### config.mk
export PLATFORM = sky130hd
export DESIGN_NAME = flash_program_command_sequencer
export DESIGN_NICKNAME = d
export VERILOG_FILES = /design/src/pkg/flash_seq_pkg.sv /design/src/rtl/flash_program_command_sequencer.sv
export VERILOG_INCLUDE_DIRS = /design/src /design/src/pkg
export SDC_FILE = /design/constraint.sdc
export NUM_CORES = 2
export LEC_CHECK = 0
export BUFFER_PORTS_ARGS = -buffer_cell sky130_fd_sc_hd__buf_2
export CAP_MARGIN = 5
export CORE_ASPECT_RATIO = 1.25
export CORE_MARGIN = 10
export CORE_UTILIZATION = 43
export CTS_BUF_LIST = sky130_fd_sc_hd__clkbuf_16
export CTS_CLUSTER_SIZE = 14
export DETAILED_ROUTE_END_ITERATION = 16
export MAX_ROUTING_LAYER = met4
export PLACE_DENSITY = 0.61
export RECOVER_POWER = 100
export SYNTH_ARGS = -nofsm -noshare
export SYNTH_HDL_FRONTEND = slang
export SYNTH_SLANG_ARGS = --single-unit
### constraint.sdc
create_clock -name clk_i -period 11.4 [get_ports clk_i]
set_input_delay 1.14 -clock clk_i [delete_from_list [all_inputs] [get_ports clk_i]]
set_output_delay 1.14 -clock clk_i [all_outputs]
set_load 0.01 [all_outputs]
### src/pkg/flash_seq_map.svh
/*
  Constants of the program command sequencer: register offsets, status field
  positions, reset values, command codes and timing counts.
  Assumes it is included by bare name wherever these are needed.
*/
`ifndef FLASH_SEQ_MAP_SVH
`define FLASH_SEQ_MAP_SVH

// ****************************************
// register offsets (byte addresses)
// ****************************************
`define REG_STATUS_OFS     8'h00
`define REG_CONTROL_OFS    8'h04
`define REG_COMMAND_OFS    8'h08

// ****************************************
// field positions and reset values
// ****************************************
`define SR_READY_BIT       7
`define SR_ERASE_SUSP_BIT  6
`define SR_PGM_FAIL_BIT    4
`define SR_BUF_ABORT_BIT   3
`define SR_SUSPENDED_BIT   2
`define SR_LOCKED_BIT      1
`define CTL_ECC2_BIT       0
`define CTL_OVL_LSB        1
`define CMD_CLEAR_BIT      0
`define CONTROL_RESET      8'h00

// ****************************************
// command codes and addresses
// ****************************************
`define UNLOCK1_ADDR       12'h555
`define UNLOCK2_ADDR       12'h2AA
`define UNLOCK1_DATA       8'hAA
`define UNLOCK2_DATA       8'h55
`define BUF_LOAD_CODE      16'h0025
`define BUF_CONFIRM_CODE   16'h0029
`define BUF_COUNT_MAX      16'h00FF
`define ERASED_WORD        16'hFFFF

// ****************************************
// link framing and timing
// ****************************************
`define CA_BYTES           3'h6
`define CLK_MHZ            250
`define RECOVERY_NS        1000

`endif

### src/pkg/flash_seq_pkg.sv
/*
  Types of the program command sequencer: controller states, address
  overlays, decoded link words and the registered state apart from ready_o and the buffer memory.
  Assumes a 32-bit word address on the link.
*/
package flash_seq_pkg;

  typedef enum logic [9:0] {
    ST_IDLE        = 10'h001,
    ST_UNLOCK1     = 10'h002,
    ST_UNLOCK2     = 10'h004,
    ST_WP_SETUP    = 10'h008,
    ST_BUF_COUNT   = 10'h010,
    ST_BUF_LOAD    = 10'h020,
    ST_BUF_CONFIRM = 10'h040,
    ST_BUSY        = 10'h080,
    ST_SUSPENDED   = 10'h100,
    ST_RECOVER     = 10'h200
  } ctl_state_type;

  typedef enum logic [1:0] {
    OV_MAIN     = 2'h0,
    OV_SECURE   = 2'h1,
    OV_PROTCFG  = 2'h2,
    OV_VOLATILE = 2'h3
  } address_overlay_type;

  typedef struct packed {
    logic        valid;
    logic [31:0] addr;
    logic [15:0] data;
  } link_word_type;

  typedef struct packed {
    logic [2:0]  ck_sync;
    logic [1:0]  cs_sync;
    logic [15:0] dq_sync;
    logic [1:0]  rst_sync;
    logic        in_frame;
    logic [2:0]  ca_cnt;
    logic [47:0] ca;
    logic        hi_phase;
    logic [7:0]  hi_byte;
    logic [31:0] link_addr;
    logic        is_read;
    link_word_type word;
    logic        burst_end;
    ctl_state_type state;
    address_overlay_type overlay;
    logic        ecc2_en;
    logic [14:0] sector;
    logic [23:0] line;
    logic [31:0] start_addr;
    logic [8:0]  wp_cnt;
    logic [7:0]  left;
    logic        first;
    logic [255:0] loaded;
    logic [11:0] recover_cnt;
    logic        erase_ret;
    logic        pgm_fail;
    logic        buf_abort;
    logic        locked_fail;
    logic        start;
    logic        suspend;
    logic        resume;
    logic        abort;
    logic        volatile_op;
    logic [7:0]  count;
    logic        ecc_off;
    logic [15:0] rd_data;
    logic        ack;
    logic [31:0] wb_rdata;
  } seq_state_type;

endpackage : flash_seq_pkg

### src/rtl/flash_program_command_sequencer.sv
/*
  Program command sequencer of a flash embedded algorithm controller:
  decodes command writes from the DDR serial link, runs word, burst word and
  buffer programming sequences, keeps the program buffer and status.
  Assumes the link pins are asynchronous to clk_i and slow enough (4 clk_i
  cycles per half link period) to be oversampled; the programming engine and
  the Wishbone slave run on clk_i.
*/
// Implementation choices: the Wishbone slave port and the register offsets.
// Overview of operation
// - reprogramming a programmed half-page disables its ECC.
// - with 2-bit ECC on, reprogramming a page is a program error.
// - word program needs two unlocks, set-up, then address and data.
// - after a word program the controller returns to standby by itself.
// - burst word program loads up to 256 sequential words in one line.
// - while programming, only suspend and status read are obeyed.
// - hardware reset aborts programming, read mode after recovery time.
// - word program in secure overlay; no-unlock variant in protection overlays.
// - program buffer reads all ones at each operation start.
// - buffer program only in main array or secure overlay.
// - unlock AAh at 555h, 55h at 2AAh, then 0025h at sector.
// - word count at same sector, else abort.
// - buffer program to a protected sector fails with status.
// - loading counts words down, every write is data.
// - load outside the line aborts and sets buffer abort bit.
// - confirm 0029h at sector starts programming; anything else aborts.
// - a word count above 255 aborts.
// - aborts set fail and abort bits; cleared by success or clear.
// - buffer program suspendable in main overlay only; completion returns to the prior standby.
`timescale 1ns/10ps
`include "flash_seq_map.svh"

module flash_program_command_sequencer #(
  parameter logic [15:0] WORD_PGM_CODE = 16'h00A0,
  parameter logic [15:0] SUSPEND_CODE  = 16'h00B0,
  parameter logic [15:0] RESUME_CODE   = 16'h0030,
  parameter int          RECOVERY_NS   = `RECOVERY_NS
) (
  input  wire logic        clk_i,
  input  wire logic        rst_i,
  input  wire logic        ck_i,
  input  wire logic        cs_n_i,
  input  wire logic [7:0]  dq_i,
  input  wire logic        reset_n_i,
  input  wire logic        wb_cyc_i,
  input  wire logic        wb_stb_i,
  input  wire logic        wb_we_i,
  input  wire logic [7:0]  wb_adr_i,
  input  wire logic [3:0]  wb_sel_i,
  input  wire logic [31:0] wb_dat_i,
  output logic      [31:0] wb_dat_o,
  output logic             wb_ack_o,
  input  wire logic        sector_protected_i,
  input  wire logic        erase_suspended_i,
  input  wire logic        pgm_done_i,
  input  wire logic        pgm_fail_i,
  input  wire logic        half_page_written_i,
  input  wire logic [7:0]  buf_rd_idx_i,
  output logic      [15:0] buf_rd_data_o,
  output logic      [14:0] sector_query_o,
  output logic             pgm_start_o,
  output logic             pgm_suspend_o,
  output logic             pgm_resume_o,
  output logic             pgm_abort_o,
  output logic             pgm_volatile_o,
  output logic      [31:0] pgm_addr_o,
  output logic      [7:0]  pgm_count_o,
  output logic             ecc_disable_o,
  output logic             ready_o
);

  // least time rounds up to whole cycles
  localparam int RECOVERY_CYC = (RECOVERY_NS * `CLK_MHZ + 999) / 1000;
  localparam logic [11:0] RECOVERY_LOAD = 12'(RECOVERY_CYC);

  flash_seq_pkg::seq_state_type q;
  flash_seq_pkg::seq_state_type d;
  logic [15:0] buf_mem [256];

  // ****************************************
  // combinational helpers
  // ****************************************
  logic        ck_edge;
  logic        wb_req;
  logic        wv;
  logic [31:0] wa;
  logic [15:0] wd;
  logic        sec_match;
  logic        buf_we;
  logic        busy_like;

  assign ck_edge   = q.ck_sync[1] ^ q.ck_sync[2];
  assign wb_req    = wb_cyc_i & wb_stb_i & ~q.ack;
  assign wv        = q.word.valid;
  assign wa        = q.word.addr;
  assign wd        = q.word.data;
  assign sec_match = (wa[31:17] == q.sector);
  assign busy_like = (q.state == flash_seq_pkg::ST_BUSY) ||
                     (q.state == flash_seq_pkg::ST_SUSPENDED);
  // buffer is written while loading words of either method
  assign buf_we    = wv && ((q.state == flash_seq_pkg::ST_WP_SETUP) ||
                            (q.state == flash_seq_pkg::ST_BUF_LOAD));

  // ****************************************
  // next state
  // ****************************************
  always_comb begin
    d = q;
    d.start     = 1'b0;
    d.suspend   = 1'b0;
    d.resume    = 1'b0;
    d.abort     = 1'b0;
    d.ecc_off   = 1'b0;
    d.burst_end = 1'b0;
    d.word.valid = 1'b0;

    // pin synchronisers: stage 0 feeds stage 1 only
    d.ck_sync  = {q.ck_sync[1:0], ck_i};
    d.cs_sync  = {q.cs_sync[0], cs_n_i};
    d.dq_sync  = {q.dq_sync[7:0], dq_i};
    d.rst_sync = {q.rst_sync[0], reset_n_i};

    // link framing: six command-address bytes, then data byte pairs
    if (q.cs_sync[1]) begin
      d.in_frame = 1'b0;
      d.ca_cnt   = 3'h0;
      d.hi_phase = 1'b0;
      d.burst_end = q.in_frame;
    end else begin
      d.in_frame = 1'b1;
      if (ck_edge) begin
        if (q.ca_cnt != `CA_BYTES) begin
          d.ca     = {q.ca[39:0], q.dq_sync[15:8]};
          d.ca_cnt = q.ca_cnt + 3'h1;
          if (q.ca_cnt == 3'h5) begin
            d.link_addr = {q.ca[36:8], q.dq_sync[10:8]};
            d.is_read   = q.ca[39];
          end
        end else if (!q.hi_phase) begin
          d.hi_byte  = q.dq_sync[15:8];
          d.hi_phase = 1'b1;
        end else begin
          d.hi_phase   = 1'b0;
          d.word.valid = ~q.is_read;
          d.word.addr  = q.link_addr;
          d.word.data  = {q.hi_byte, q.dq_sync[15:8]};
          d.link_addr  = q.link_addr + 32'h1;
        end
      end
    end

    // Wishbone slave: one wait state, unmapped reads give zero
    d.ack = wb_req;
    if (wb_req) begin
      d.wb_rdata = 32'h0;
      case (wb_adr_i)
        `REG_STATUS_OFS: begin
          d.wb_rdata[`SR_READY_BIT]      = ready_o;
          d.wb_rdata[`SR_ERASE_SUSP_BIT] = q.erase_ret;
          d.wb_rdata[`SR_PGM_FAIL_BIT]   = q.pgm_fail;
          d.wb_rdata[`SR_BUF_ABORT_BIT]  = q.buf_abort;
          d.wb_rdata[`SR_SUSPENDED_BIT]  = (q.state == flash_seq_pkg::ST_SUSPENDED);
          d.wb_rdata[`SR_LOCKED_BIT]     = q.locked_fail;
        end
        `REG_CONTROL_OFS: begin
          d.wb_rdata[`CTL_ECC2_BIT] = q.ecc2_en;
          d.wb_rdata[`CTL_OVL_LSB +: 2] = q.overlay;
        end
        default: d.wb_rdata = 32'h0;
      endcase
      if (wb_we_i && wb_sel_i[0]) begin
        if (wb_adr_i == `REG_CONTROL_OFS) begin
          d.ecc2_en = wb_dat_i[`CTL_ECC2_BIT];
          d.overlay = flash_seq_pkg::address_overlay_type'(wb_dat_i[`CTL_OVL_LSB +: 2]);
        end
        // clear comes first so that a same-cycle abort below still sets
        if (wb_adr_i == `REG_COMMAND_OFS && wb_dat_i[`CMD_CLEAR_BIT]) begin
          d.pgm_fail    = 1'b0;
          d.buf_abort   = 1'b0;
          d.locked_fail = 1'b0;
        end
      end
    end

    // command sequencer
    case (q.state)
      flash_seq_pkg::ST_IDLE: begin
        if (wv) begin
          if (q.overlay == flash_seq_pkg::OV_MAIN ||
              q.overlay == flash_seq_pkg::OV_SECURE) begin
            // first unlock, main or secure only
            if (wa[11:0] == `UNLOCK1_ADDR && wd[7:0] == `UNLOCK1_DATA) begin
              d.state = flash_seq_pkg::ST_UNLOCK1;
            end
          end else if (wd == WORD_PGM_CODE) begin
            d.state       = flash_seq_pkg::ST_WP_SETUP;
            d.volatile_op = (q.overlay == flash_seq_pkg::OV_VOLATILE);
            d.wp_cnt      = 9'h0;
            d.loaded      = '0;
          end
        end
      end
      flash_seq_pkg::ST_UNLOCK1: begin
        if (wv) begin
          if (wa[11:0] == `UNLOCK2_ADDR && wd[7:0] == `UNLOCK2_DATA) begin
            d.state = flash_seq_pkg::ST_UNLOCK2;
          end else begin
            d.state = flash_seq_pkg::ST_IDLE;
          end
        end
      end
      flash_seq_pkg::ST_UNLOCK2: begin
        if (wv) begin
          d.state       = flash_seq_pkg::ST_IDLE;
          d.volatile_op = 1'b0;
          d.loaded      = '0;
          d.erase_ret   = erase_suspended_i;
          if (wd == WORD_PGM_CODE) begin
            d.state  = flash_seq_pkg::ST_WP_SETUP;
            d.wp_cnt = 9'h0;
          end else if (wd == `BUF_LOAD_CODE) begin
            d.state  = flash_seq_pkg::ST_BUF_COUNT;
            d.sector = wa[31:17];
          end
        end
      end
      flash_seq_pkg::ST_WP_SETUP: begin
        if (wv) begin
          d.wp_cnt = q.wp_cnt + 9'h1;
          if (q.wp_cnt == 9'h0) begin
            d.start_addr = wa;
            d.sector     = wa[31:17];
          end else if (wa[7:0] == 8'h00) begin
            d.state    = flash_seq_pkg::ST_IDLE;
            d.pgm_fail = 1'b1;
          end
        end else if (q.burst_end && q.wp_cnt != 9'h0) begin
          if (sector_protected_i && !q.volatile_op) begin
            d.state       = flash_seq_pkg::ST_IDLE;
            d.pgm_fail    = 1'b1;
            d.locked_fail = 1'b1;
          end else begin
            d.state = flash_seq_pkg::ST_BUSY;
            d.start = 1'b1;
            d.count = q.wp_cnt[7:0] - 8'h1;
          end
        end
      end
      flash_seq_pkg::ST_BUF_COUNT: begin
        if (wv) begin
          // sector must match, count at most 255
          if (!sec_match || wd > `BUF_COUNT_MAX) begin
            d.state     = flash_seq_pkg::ST_IDLE;
            d.pgm_fail  = 1'b1;
            d.buf_abort = 1'b1;
          end else begin
            d.state = flash_seq_pkg::ST_BUF_LOAD;
            d.count = wd[7:0];
            d.left  = wd[7:0];
            d.first = 1'b1;
          end
        end
      end
      flash_seq_pkg::ST_BUF_LOAD: begin
        if (wv) begin
          d.first = 1'b0;
          if (q.first) begin
            d.line       = wa[31:8];
            d.start_addr = wa;
          end
          if ((q.first && !sec_match) || (!q.first && wa[31:8] != q.line)) begin
            d.state     = flash_seq_pkg::ST_IDLE;
            d.pgm_fail  = 1'b1;
            d.buf_abort = 1'b1;
          end else if (q.left == 8'h00) begin
            d.state = flash_seq_pkg::ST_BUF_CONFIRM;
          end else begin
            d.left = q.left - 8'h1;
          end
        end
      end
      flash_seq_pkg::ST_BUF_CONFIRM: begin
        if (wv) begin
          d.state = flash_seq_pkg::ST_IDLE;
          if (wd != `BUF_CONFIRM_CODE || !sec_match) begin
            d.pgm_fail  = 1'b1;
            d.buf_abort = 1'b1;
          end else if (sector_protected_i) begin
            d.pgm_fail    = 1'b1;
            d.locked_fail = 1'b1;
          end else begin
            d.state = flash_seq_pkg::ST_BUSY;
            d.start = 1'b1;
          end
        end
      end
      flash_seq_pkg::ST_BUSY: begin
        if (wv && wd == SUSPEND_CODE && q.overlay == flash_seq_pkg::OV_MAIN) begin
          d.state   = flash_seq_pkg::ST_SUSPENDED;
          d.suspend = 1'b1;
        end
        if (half_page_written_i) begin
          if (q.ecc2_en) begin
            // second program in a page is an error
            d.state    = flash_seq_pkg::ST_IDLE;
            d.abort    = 1'b1;
            d.pgm_fail = 1'b1;
          end else begin
            d.ecc_off = 1'b1;
          end
        end else if (pgm_done_i) begin
          d.state = flash_seq_pkg::ST_IDLE;
          if (pgm_fail_i) begin
            d.pgm_fail = 1'b1;
          end else begin
            d.pgm_fail    = 1'b0;
            d.buf_abort   = 1'b0;
            d.locked_fail = 1'b0;
          end
        end
      end
      flash_seq_pkg::ST_SUSPENDED: begin
        if (wv && wd == RESUME_CODE) begin
          d.state  = flash_seq_pkg::ST_BUSY;
          d.resume = 1'b1;
        end
      end
      flash_seq_pkg::ST_RECOVER: begin
        d.recover_cnt = q.recover_cnt - 12'h1;
        if (q.recover_cnt == 12'h1) begin
          d.state = flash_seq_pkg::ST_IDLE;
        end
      end
      default: d.state = flash_seq_pkg::ST_IDLE;
    endcase

    // hardware reset pin overrides the sequence
    if (!q.rst_sync[1]) begin
      d.state       = flash_seq_pkg::ST_RECOVER;
      d.recover_cnt = RECOVERY_LOAD;
      d.abort       = busy_like;
      d.start       = 1'b0;
    end

    // buffer read port, unloaded words read erased
    // buffer memory not preset; loaded bits select it
    d.rd_data = q.loaded[buf_rd_idx_i] ? buf_mem[buf_rd_idx_i] : `ERASED_WORD;
    if (buf_we) begin
      d.loaded[wa[7:0]] = 1'b1;
    end
  end

  // ****************************************
  // state register
  // ****************************************
  always_ff @(posedge clk_i) begin
    if (rst_i) begin
      q <= '0;
      q.ck_sync  <= 3'h0;
      q.cs_sync  <= 2'h3;
      q.rst_sync <= 2'h3;
      q.state    <= flash_seq_pkg::ST_IDLE;
      q.overlay  <= flash_seq_pkg::OV_MAIN;
    end else begin
      q <= d;
    end
  end

  // buffer storage kept out of reset; validity bits mask it
  always_ff @(posedge clk_i) begin
    if (buf_we) begin
      buf_mem[wa[7:0]] <= wd;
    end
  end

  // ****************************************
  // outputs straight from flip-flops
  // ****************************************
  always_ff @(posedge clk_i) begin
    if (rst_i) begin
      ready_o <= 1'b1;
    end else begin
      ready_o <= !((d.state == flash_seq_pkg::ST_BUSY) ||
                   (d.state == flash_seq_pkg::ST_SUSPENDED) ||
                   (d.state == flash_seq_pkg::ST_RECOVER));
    end
  end

  assign wb_dat_o       = q.wb_rdata;
  assign wb_ack_o       = q.ack;
  assign buf_rd_data_o  = q.rd_data;
  assign sector_query_o = q.sector;
  assign pgm_start_o    = q.start;
  assign pgm_suspend_o  = q.suspend;
  assign pgm_resume_o   = q.resume;
  assign pgm_abort_o    = q.abort;
  assign pgm_volatile_o = q.volatile_op;
  assign pgm_addr_o     = q.start_addr;
  assign pgm_count_o    = q.count;
  assign ecc_disable_o  = q.ecc_off;

endmodule : flash_program_command_sequencer

==> qor.txt <==
Initial antenna violation count - 22
Die height - 746 µm
Synth Flop Type - edfxtp_1
Detailed Routing Iterations Pass 1 - 8
Final setup vio count - 0
Clock transition at path regs - 0.07 ns
Maxcap violations - 97
Placed Cells - 14.9k
Max_slew headroom - -2.56
Port bufs - 126
Largest family of logic cells by synthesized area - multiplexers
Largest net degree at the start of global routing - 218
Compound-Gate Fraction of Synth Area - 0.0273
Fin Setup TNS - 0 ns
Worst hold slack - 0.320 ns
CP arrival - 9.03 ns
Critical Path Source Type - flop
Worst-path maximum fanout - 22
Final Hold Fails - 0
Core area - 420000 µm²
Peak supply drop - 0.134 mV
First-pass GRT wire length - 669000 µm
Synth unique cells - 73
GRT Util Overall - 0.207
Worst EP required - 12.04 ns
Die ar. - 449000 µm²
Layout Nets - 9760
Post-Syn Area - 181000 µm²
Drt wl/cell - 29.6 µm
Adder-Cell Fraction of Synth Area - 0.000758
# IOs - 184
Sw Share - 0.207
Worst skew pair latency - 1.04 ns
Final Max Tran Viols - 4133
Layout cells sized above 1 - 0.216
Vias in the first global route - 93.5k
Synth warn - 0
Total gr overflow - 0
ANT nets after route - 0
Combinational Power Share - 0.035
CTS buffer count - 439
Final Skew - 0.0890 ns
Post-synth EDFFs - 4096
Site Rows - 266
Max Freq - 0.119 GHz
Synth top area share - 0.678
Worst setup EP type - flop
Vias post-DR - 91.1k
Clock Tree Root - clkbuf_16
Failing checks - capacitance limit, slew limit
CTS Buffer Depth - 4
Pleak - 64.9 nW
CTS Sinks - 4666
Synthesized flop and latch total - 4666
Status - complete, but fails checks
Dpl ws - 5.36 ns
Util after Layout - 0.481
Share of power burned in registers - 0.541
CTS resizes - 0
Worst Tran Pin Value - 5.33 ns
CTS tree - done
Clock share of power - 0.424
Non-filler cells, final - 15.7k
P&R area growth vs syn - 11.4%
Die W - 601 µm
Post-synthesis mux area share - 0.172
Min Clock Period, post-route - 8.39 ns
# Post-CTS Setup Buffers - 0
GPL Wtd Cong - 0.829
Vias per Instance - 5.81
Ys async rst share - 0
Htree depth - 5
Setup ws final - 3.01 ns
Cell taking the most area after synthesis - edfxtp_1
Min-delay worst type - input pin to flop
Synth Area in XOR/XNOR - 0.00362
Initial Util - 0.432
Power density over the cells - 168 nW/µm²
Crit-path cells - nor4_1 -> nand4_1 -> a21oi_4 -> clkbuf_1 -> nand4_1 -> buf_4 -> nor2_1 -> clkbuf_1
Total wire length - 464000 µm
Count of mapped cells out of synthesis - 9340
Slowest Stage Delay on Critical Path - 1.70 ns
Post-CTS Hold Buffers - 0
Slowest cell on the critical path - clkbuf_1
Post-detail-place hpwl - 269000 µm
Period utilisation layout - 0.736
RSZ-0062 raised after global routing - false
Seq/Total Area, Yosys - 0.741
Synth top area cells - edfxtp_1, mux4_2, dfxtp_1
Synth Area per Inst - 19.4 µm²
Post-synthesis simple-gate area fraction - 0.0349
Cell-internal power - 26.9 mW
Critical path class - flop to flop
# DRC - 0
Psw - 7.00 mW
1st-iter DRT viols - 10.6k
==> Yosys cell counts (23+ instances only) <==
master and number:
o21ai_0 51, inv_1 23, a22oi_1 93, mux2_2 94
buf_4 192, buf_6 38, edfxtp_1 4096, nand3_1 63
a21oi_1 508, nor2_1 700, mux2i_1 311, mux4_2 1200
nor4_1 30, nor2b_1 36, dfxtp_1 570, nor3_1 80
buf_2 90, a211o_1 26, nand4_1 50, buf_1 29
clkbuf_1 309, nand2_1 376, o22ai_1 72, xor2_1 54
==> cells in the final DEF (no fill, tap or decap), types with 54 or more instances in the layout <==
master and instances:
nand3_1 59, buf_4 111, clkinv_2 69, clkbuf_1 360, nand2_1 368, clkinv_1 112
a22oi_1 93, xor2_1 54, o22ai_1 72, mux4_2 1200, nor3_1 74, nor2_1 635
o21ai_0 54, a21oi_1 508, dfxtp_1 570, nor2_2 64, clkbuf_16 451, mux2i_1 311
edfxtp_1 4096, inv_1 129, mux2_2 94
==> power groups by stage <==
stage | combinational [mW] | sequential [mW] | clock, mW
2_1_floorplan | 0.864 | 18.7 | 0
3_3_place_gp | 1.20 | 18.7 | 0
3_5_place_dp | 1.21 | 18.7 | 0
4_1_cts | 1.21 | 18.3 | 14.6
5_1_grt | 1.25 | 18.3 | 15.3
6_report | 1.19 | 18.3 | 14.4
==> cell families after synthesis <==
family	count (synthesis)
XOR/XNOR	75
flip-flops	4666
other	1
AND/OR/NAND/NOR	1449
buffers and inverters	689
AO/OA/AOI/OAI	844
adder cells (fa/ha/maj)	11
multiplexers	1605
==> final cells by class <==
type                    count  area (µm²)
diodes                      9        22.5
clock buffers             451       11300
clock inverters           361        2750
fillers                 34600      218000
inverters                  25        93.8
multi-input cells        4009       43700
flip-flops and latches   4666      134000
well taps                5628        7040
repair buffers            535        2930
==> critical path, delay by kind of cell (launching register included) <==
| kind | cells | cell delay (ns) |
|---|---|---|
| compound gates | 1 | 0.39 |
| buf+inv | 3 | 3.34 |
| flops | 1 | 0.40 |
| simple gates | 4 | 3.82 |
==> state kept, by name, indices dropped and copies added (netlist names) <==
name / count
buf_mem: 4096
pgm_suspend_o: 1
wb_dat_o: 7
pgm_resume_o: 1
pgm_abort_o: 1
pgm_count_o: 8
wb_ack_o: 1
buf_rd_data_o: 16
pgm_addr_o: 32
pgm_volatile_o: 1
q: 423
wv: 1
wd: 16
pgm_start_o: 1
sector_query_o: 15
wa: 32
ready_o: 1
ecc_disable_o: 1
d: 12
==> final timing paths <==
| check | start | endpoint | slack [ns] | cells after the start |
|---|---|---|---|---|
| setup reg to reg | q[429]$_SDFF_PP0_ | buf_mem[142][15]$_DFFE_PP_ | 3.01 | 8 |
| setup / recovery | q[429]$_SDFF_PP0_ | buf_mem[142][15]$_DFFE_PP_ | 3.01 | 8 |
| hold / removal | cs_n_i | d[600]$_SDFF_PP1_ | 0.32 | 2 |
| hold reg to reg | d[600]$_SDFF_PP1_ | q[600]$_SDFF_PP1_ | 0.41 | 1 |
==> metrics by stage <==
step | power (mW) | instance area (µm²)
5_1_grt | 34.8 | 202000
4_1_cts | 34.1 | 203000
3_3_place_gp | 19.9 | 189000
3_5_place_dp | 19.9 | 189000
2_1_floorplan | 19.5 | 182000
6_report | 33.9 | 202000
==> metal layers <==
metal	global-route usage	part of all wire	up-vias
met4	0.0815	0.050	0
met5	-	0	-
met1	0.260	0.38	48400
met2	0.343	0.50	3565
li1	-	-	38300
met3	0.0284	0.066	792
Power figures use the tool's default switching activity.
